===== src/pfm_pkg.sv =====
// constants shared by the pad function multiplexer
`default_nettype none
package pfm_pkg;
  // ****************************************************************
  // sizes
  // ****************************************************************
  localparam int NUM_PADS  = 20;
  localparam int NUM_LOW   = 15;
  localparam int NUM_ALT   = 9;
  localparam int NUM_ISEL  = 4;
  localparam int NUM_FIXED = 4;
  localparam int FSEL_W    = 4;
  localparam int ISEL_W    = 5;
  localparam int CTL_W     = 9;
  localparam int DSE_W     = 3;
  localparam int IDX_W     = 6;
  localparam logic [FSEL_W-1:0] NUM_ALT_F    = 4'h9;
  localparam logic [IDX_W-1:0]  NUM_PADS_I   = 6'h14;
  localparam logic [IDX_W-1:0]  NUM_ISEL_I   = 6'h04;
  localparam logic [ISEL_W-1:0] NUM_PADS_S   = 5'h14;
  // ****************************************************************
  // function select reset values
  // ****************************************************************
  localparam logic [FSEL_W-1:0] ALT_FIVE = 4'h5;
  localparam logic [FSEL_W-1:0] ALT_ZERO = 4'h0;
  // ****************************************************************
  // electrical control fields
  // ****************************************************************
  localparam int CTL_HYS = 0;
  localparam int CTL_PU  = 1;
  localparam int CTL_PD  = 2;
  localparam int CTL_OD  = 3;
  localparam int CTL_DSE = 4;
  localparam int CTL_SRE = 7;
  localparam int CTL_HIZ = 8;
  localparam logic [DSE_W-1:0]    DSE_RST = 3'h1;
  localparam logic [NUM_PADS-1:0] RST_PD  = 20'h49249;
  localparam logic [NUM_PADS-1:0] RST_PU  = 20'h12492;
  localparam logic [NUM_PADS-1:0] RST_HIZ = 20'hc0000;
  localparam logic [ISEL_W-1:0]   ISEL_RST = 5'h00;
  // ****************************************************************
  // register map
  // ****************************************************************
  localparam int ADDR_W = 12;
  localparam logic [1:0] REG_FSEL = 2'h0;
  localparam logic [1:0] REG_CTRL = 2'h1;
  localparam logic [1:0] REG_ISEL = 2'h2;
  localparam logic [1:0] REG_STAT = 2'h3;
  localparam logic [ADDR_W-1:0] FSEL_BASE = 12'h000;
  localparam logic [ADDR_W-1:0] CTRL_BASE = 12'h100;
  localparam logic [ADDR_W-1:0] ISEL_BASE = 12'h200;
  localparam logic [ADDR_W-1:0] STAT_OFS  = 12'h300;
  localparam logic [1:0] HTRANS_NONSEQ = 2'h2;
  localparam logic       HRESP_OKAY    = 1'b0;

  function automatic logic [FSEL_W-1:0] pfm_fsel_rst(input int i);
    pfm_fsel_rst = (i < NUM_LOW) ? ALT_ZERO : ALT_FIVE;
  endfunction : pfm_fsel_rst

  function automatic logic [CTL_W-1:0] pfm_ctl_rst(input int i);
    pfm_ctl_rst = {RST_HIZ[i], 1'b0, DSE_RST, 1'b0,
                   RST_PD[i], RST_PU[i], 1'b0};
  endfunction : pfm_ctl_rst
endpackage : pfm_pkg
`default_nettype wire


===== src/pfm_pad_cell.sv =====
// one multiplexed pad: function routing and electrical control
`timescale 1ns/10ps
`default_nettype none
module pfm_pad_cell
  import pfm_pkg::*;
(
  input  wire logic [FSEL_W-1:0]  fsel,
  input  wire logic [CTL_W-1:0]   ctrl,
  input  wire logic               hv_io,
  input  wire logic               pad_in,
  input  wire logic [NUM_ALT-1:0] alt_out,
  input  wire logic [NUM_ALT-1:0] alt_oe,
  output logic                    pad_out,
  output logic                    pad_oe,
  output logic                    pad_pu,
  output logic                    pad_pd,
  output logic                    pad_hys,
  output logic [DSE_W-1:0]        pad_dse,
  output logic                    pad_sre,
  output logic [NUM_ALT-1:0]      alt_in
);
  logic sel_out;
  logic sel_oe;

  // ****************************************************************
  // function routing
  // ****************************************************************
  always_comb
  begin
    sel_out = 1'b0;
    sel_oe  = 1'b0;
    alt_in  = '0;
    if (fsel < NUM_ALT_F)
    begin
      sel_out      = alt_out[fsel];
      sel_oe       = alt_oe[fsel];
      alt_in[fsel] = pad_in;
    end
  end

  // ****************************************************************
  // output stage
  // ****************************************************************
  always_comb
  begin
    pad_out = ctrl[CTL_OD] ? 1'b0 : sel_out;
    if (ctrl[CTL_HIZ])
      pad_oe = 1'b0;
    else if (ctrl[CTL_OD])
      pad_oe = sel_oe & ~sel_out;
    else
      pad_oe = sel_oe;
  end

  assign pad_pu  = ctrl[CTL_PU] & ~hv_io;
  assign pad_pd  = ctrl[CTL_PD] & ~hv_io;
  assign pad_hys = ctrl[CTL_HYS];
  assign pad_dse = ctrl[CTL_DSE +: DSE_W];
  assign pad_sre = ctrl[CTL_SRE];
endmodule : pfm_pad_cell
`default_nettype wire


===== src/pfm_top.sv =====
// pad function multiplexer with register slave on the system bus
//
// Notes on behaviour
// - each pad routes one of nine functions
// - dedicated high-speed pads bypass all selects
// - per-pad writable function select register
// - shared peripheral inputs pick pad by register
// - function select resets to alternative five on pads 15 to 19
// - fifteen low bank-one pads reset to zero
// - per-pad hysteresis, pulls, drive, slew, open-drain
// - pads 0 to 17 reset with output enable from the selected function, and a pull-down, pull-up or no pull per pad
// - some pads reset as high-impedance outputs
// - pulls ignored on higher-voltage pads
`timescale 1ns/10ps
`default_nettype none
module pfm_top
  import pfm_pkg::*;
(
  input  wire logic                              clk,
  input  wire logic                              rst,
  input  wire logic                              hsel,
  input  wire logic [31:0]                       haddr,
  input  wire logic [1:0]                        htrans,
  input  wire logic                              hwrite,
  input  wire logic [2:0]                        hsize,
  input  wire logic [31:0]                       hwdata,
  input  wire logic                              hready,
  output logic [31:0]                            hrdata,
  output logic                                   hreadyout,
  output logic                                   hresp,
  input  wire logic [NUM_PADS-1:0]               pad_in,
  input  wire logic [NUM_PADS-1:0]               hv_io,
  output logic [NUM_PADS-1:0]                    pad_out,
  output logic [NUM_PADS-1:0]                    pad_oe,
  output logic [NUM_PADS-1:0]                    pad_pu,
  output logic [NUM_PADS-1:0]                    pad_pd,
  output logic [NUM_PADS-1:0]                    pad_hys,
  output logic [NUM_PADS-1:0][DSE_W-1:0]         pad_dse,
  output logic [NUM_PADS-1:0]                    pad_sre,
  input  wire logic [NUM_PADS-1:0][NUM_ALT-1:0]  alt_out,
  input  wire logic [NUM_PADS-1:0][NUM_ALT-1:0]  alt_oe,
  output logic [NUM_PADS-1:0][NUM_ALT-1:0]       alt_in,
  output logic [NUM_ISEL-1:0]                    shared_in,
  input  wire logic [NUM_FIXED-1:0]              fixed_tx,
  output logic [NUM_FIXED-1:0]                   fixed_pad_out,
  input  wire logic [NUM_FIXED-1:0]              fixed_pad_in,
  output logic [NUM_FIXED-1:0]                   fixed_rx
);
  // ****************************************************************
  // state
  // ****************************************************************
  logic [NUM_PADS-1:0][FSEL_W-1:0] fsel_q;
  logic [NUM_PADS-1:0][CTL_W-1:0]  ctrl_q;
  logic [NUM_ISEL-1:0][ISEL_W-1:0] isel_q;
  logic                            wr_q;
  logic                            rd_q;
  logic [ADDR_W-1:0]               addr_q;
  logic                            take;
  logic [1:0]                      reg_grp;
  logic [IDX_W-1:0]                reg_idx;
  logic                            fsel_wr;
  logic                            ctrl_wr;
  logic                            isel_wr;

  // ****************************************************************
  // bus address phase
  // ****************************************************************
  assign take    = hsel & hready & (htrans == HTRANS_NONSEQ);
  assign reg_grp = addr_q[9:8];
  assign reg_idx = addr_q[7:2];

  always_ff @(posedge clk)
  begin
    if (rst)
    begin
      wr_q   <= 1'b0;
      rd_q   <= 1'b0;
      addr_q <= '0;
    end
    else
    begin
      wr_q <= take & hwrite;
      rd_q <= take & ~hwrite;
      if (take)
        addr_q <= haddr[ADDR_W-1:0];
    end
  end

  assign hreadyout = 1'b1;
  assign hresp     = HRESP_OKAY;

  assign fsel_wr = wr_q & (reg_grp == REG_FSEL) & (reg_idx < NUM_PADS_I)
                   & (addr_q[11:10] == 2'h0);
  assign ctrl_wr = wr_q & (reg_grp == REG_CTRL) & (reg_idx < NUM_PADS_I)
                   & (addr_q[11:10] == 2'h0);
  assign isel_wr = wr_q & (reg_grp == REG_ISEL) & (reg_idx < NUM_ISEL_I)
                   & (addr_q[11:10] == 2'h0);

  // ****************************************************************
  // function select registers
  // ****************************************************************
  always_ff @(posedge clk)
  begin
    if (rst)
    begin
      for (int i = 0; i < NUM_PADS; i++)
        fsel_q[i] <= pfm_fsel_rst(i);
    end
    else if (fsel_wr)
      fsel_q[reg_idx[4:0]] <= hwdata[FSEL_W-1:0];
  end

  // ****************************************************************
  // electrical control registers
  // ****************************************************************
  always_ff @(posedge clk)
  begin
    if (rst)
    begin
      for (int i = 0; i < NUM_PADS; i++)
        ctrl_q[i] <= pfm_ctl_rst(i);
    end
    else if (ctrl_wr)
      ctrl_q[reg_idx[4:0]] <= hwdata[CTL_W-1:0];
  end

  // ****************************************************************
  // input source select registers
  // ****************************************************************
  always_ff @(posedge clk)
  begin
    if (rst)
    begin
      for (int j = 0; j < NUM_ISEL; j++)
        isel_q[j] <= ISEL_RST;
    end
    else if (isel_wr)
      isel_q[reg_idx[1:0]] <= hwdata[ISEL_W-1:0];
  end

  // ****************************************************************
  // read data
  // ****************************************************************
  always_comb
  begin
    hrdata = 32'h0000_0000;
    if (rd_q && addr_q[11:10] == 2'h0)
    begin
      unique case (reg_grp)
        REG_FSEL:
          if (reg_idx < NUM_PADS_I)
            hrdata = 32'(fsel_q[reg_idx[4:0]]);
        REG_CTRL:
          if (reg_idx < NUM_PADS_I)
            hrdata = 32'(ctrl_q[reg_idx[4:0]]);
        REG_ISEL:
          if (reg_idx < NUM_ISEL_I)
            hrdata = 32'(isel_q[reg_idx[1:0]]);
        REG_STAT:
          if (reg_idx == 6'h00)
            hrdata = 32'(pad_in);
      endcase
    end
  end

  // ****************************************************************
  // pad cells
  // ****************************************************************
  for (genvar p = 0; p < NUM_PADS; p++)
  begin : g_pad
    pfm_pad_cell u_cell (
      .fsel    (fsel_q[p]),
      .ctrl    (ctrl_q[p]),
      .hv_io   (hv_io[p]),
      .pad_in  (pad_in[p]),
      .alt_out (alt_out[p]),
      .alt_oe  (alt_oe[p]),
      .pad_out (pad_out[p]),
      .pad_oe  (pad_oe[p]),
      .pad_pu  (pad_pu[p]),
      .pad_pd  (pad_pd[p]),
      .pad_hys (pad_hys[p]),
      .pad_dse (pad_dse[p]),
      .pad_sre (pad_sre[p]),
      .alt_in  (alt_in[p])
    );
  end

  // ****************************************************************
  // shared input selection
  // ****************************************************************
  always_comb
  begin
    for (int j = 0; j < NUM_ISEL; j++)
      shared_in[j] = (isel_q[j] < NUM_PADS_S) ?
                     pad_in[isel_q[j]] : 1'b0;
  end

  // ****************************************************************
  // dedicated pads
  // ****************************************************************
  assign fixed_pad_out = fixed_tx;
  assign fixed_rx      = fixed_pad_in;
endmodule : pfm_top
`default_nettype wire


===== config.mk =====
export PLATFORM = sky130hd
export DESIGN_NAME = pfm_top
export DESIGN_NICKNAME = d
export VERILOG_FILES = /design/src/pfm_pkg.sv /design/src/pfm_pad_cell.sv /design/src/pfm_top.sv
export SDC_FILE = /design/constraint.sdc
export NUM_CORES = 1
export LEC_CHECK = 0
export BUFFER_PORTS_ARGS = -buffer_cell sky130_fd_sc_hd__buf_2
export CAP_MARGIN = 20
export CORE_AREA = 2 2 350 352
export CTS_BUF_LIST = sky130_fd_sc_hd__clkbuf_4
export CTS_CLUSTER_SIZE = 12
export DETAILED_ROUTE_END_ITERATION = 10
export DIE_AREA = 0 0 352 354
export GPL_ROUTABILITY_DRIVEN = 0
export GPL_TIMING_DRIVEN = 0
export PLACE_DENSITY_LB_ADDON = 0.08
export SYNTH_ARGS = -nofsm -noshare
export SYNTH_HDL_FRONTEND = slang
export SYNTH_SLANG_ARGS = --single-unit

===== constraint.sdc =====
create_clock -name clk -period 5.75 [get_ports clk]
set_input_delay 0.575 -clock clk [delete_from_list [all_inputs] [get_ports clk]]
set_output_delay 0.575 -clock clk [all_outputs]
set_load 0.01 [all_outputs]

==> run metrics <==
outcome completed; sequential share of the synthesized area 27.9%; final setup fails 0; CTS tree built; # Post-CTS Setup Buffers 0; Die X 352 µm; Layout area overhead 35.3%; NumNets Final 4018; DRC Markers 0; syn_area_per_cell 8.05 µm²; combinational power share 13.9%; Synth async-reset ratio 0%; Syn Inst Count 2607; most common cell in the netlist nand2_1; Core ar. 121000 µm²; DRT Wirelength 152000 µm; Row Count 128; yosys warns 0; internal power 0.00331 W; Worst-path clk slew 0.05 ns; first-pass GRT wire length 206000 µm; Worst Setup End Kind primary output; crit path DAT 4.63 ns; CTS H-tree depth 3; Pwr Density 168 nW/µm²; initial core utilization 17.3%; post-cts sizing count 0; switching share of power 30.7%; Yosys top cell by area dfxtp_1; HP Class in2reg; critical path data required time 5.18 ns; number of hold buffers added after CTS 8; dominant cells by area after synthesis dfxtp_1 28%, mux4_2 15%, buf_4 7.3%; antenna violations before repair 25; drt initial violations 1934; RSZ-0062 raised after global routing no; DIE AREA 125000 µm²; count of different cell masters after synthesis 56; sequential power share 42.5%; Post-Syn Area 21000 µm²; drt pass-1 iters 6; Power, Total 0.00477 W; IO Port Bufs 808; Tcrit/Tclk final 90.6%; Post-synth EDFFs 0; Routed Antenna Nets 0; Static Leak 11.1 nW; number of global-route vias before repair 24600; Clock Sinks 292; clock network power share 43.7%; Primary FF master, synth dfxtp_1; most frequent cells after synthesis 358 x nand2_1, 292 x dfxtp_1, 288 x o21ai_0; relative slew slack 18.0%; IO Pins 888; grt total ovfl 0; worst clock skew 0.0571 ns; die height 354 µm; Core Util, Final 23.5%; max-cap viol count 0; crit start category flip-flop; via-per-instance ratio 4.68; Final Critical Period 5.21 ns; GR Util All Layers 23.5%; register bit count reported by yosys 292; final setup TNS 0 ns; post-synth top area share 27.9%; fmax 192 MHz; maximum fanout along the worst path 10; Sw Pwr 0.00146 W; Inserted Clock Buffers 91; share of cells above drive strength 1 38.0%; maximum buffer depth of the clock tree 3; Clk Tree Root Cell clkbuf_4; DP HPWL 123000 µm; vias 24500; Clock Latency Late Sink 0.87 ns; Finished Layout Cells 5231; Peak VDD IR 0.0000914 V; routed len/inst 29.1 µm; Cells after DPL 5059; final hold viol count 0; Slew Limit Fails 0; Worst-Margin Slew 1.23 ns; Crit Path Category reg2out; largest net degree at the start of global routing 14
## routing by layer
| layer | part of all wire (%) | track usage [%] | routed length, µm | vias to the layer above |
|---|---|---|---|---|
| li1 | - | - | - | 11100 |
| met1 | 43 | 30.1 | 65900 | 12300 |
| met2 | 49 | 40.6 | 74200 | 958 |
| met3 | 5.5 | 3.91 | 8440 | 165 |
| met4 | 2.3 | 6.02 | 3460 | 4 |
| met5 | 0.017 | 0 | 26 | - |
## area by class of cell
| cell class | count | area [µm²] |
|---|---|---|
| repair buffers | 824 | 4240 |
| plain buffers | 468 | 2560 |
| multi-input cells | 1854 | 12600 |
| fillers | 13800 | 92500 |
| diodes | 14 | 35.0 |
| clock buffers | 128 | 961 |
| clock inverters | 21 | 96.3 |
| inverters | 5 | 18.8 |
| flip-flops and latches | 292 | 5850 |
| well taps | 1625 | 2030 |
## cells by family after synthesis
kind of cell / Yosys count / share of synthesized area (%)
AOI/OAI and AO/OA: 637 / 16.4
DFF: 292 / 27.9
other: 2 / 0.0358
muxes: 254 / 20.6
and+or+nand+nor: 949 / 22.8
buffers and inverters: 473 / 12.3
## power by group through the flow
| stage | Combinational (W) | Sequential, W | Clock, W |
|---|---|---|---|
| finish | 0.000662 | 0.00203 | 0.00208 |
| global route | 0.000700 | 0.00203 | 0.00224 |
| CTS | 0.000666 | 0.00203 | 0.00214 |
| detailed placement | 0.000658 | 0.00207 | 0 |
| global placement | 0.000653 | 0.00207 | 0 |
| floorplan | 0.000278 | 0.00207 | 0 |
## worst max-delay path, cell delays in order (launching register included)
cell      delay [ns]
dfxtp_1         0.31
buf_4           0.25
buf_4           0.31
buf_2           0.53
buf_2           0.52
buf_2           0.40
nor3_1          0.12
o41ai_1         0.82
a221oi_1        0.22
buf_2           0.24
## metrics by stage
step	hold slack [ns]	worst slack, ns	area, µm²
after floorplan	0.456	3.19	21000
after global placement	0.483	1.44	27100
after detailed placement	0.484	1.48	27200
after CTS	0.0301	0.516	28300
after global routing	0.0537	0.515	28400
final	0.0921	0.541	28400
## registers in the layout, summed over array words and instances, names as in the netlist
| signal | cells |
|---|---|
| fsel_q | 80 |
| ctrl_q | 180 |
| rd_q | 1 |
| wr_q | 1 |
| addr_q | 10 |
| isel_q | 20 |
## worst paths after layout
kind | start | end | slack, ns | cells past startpoint
worst max-delay path | addr_q[2] | hrdata[2] | 0.54 | 9
worst min-delay path | haddr[8] | addr_q[8] | 0.09 | 3
worst max register to register | addr_q[2] | fsel_q[68] | 2.09 | 8
worst min register to register | addr_q[10] | addr_q[10] | 0.49 | 2
## cells in the final DEF, fill, tap and decap left out, types with 102 or more instances in the layout
cell,instances
o21ai_0,288
clkbuf_1,211
dfxtp_1,292
buf_4,206
nand2_1,358
clkbuf_4,128
a21oi_1,252
mux2i_1,102
nor2_1,120
buf_2,831
mux4_2,141
Note: power is estimated with default switching activity, not from simulation.
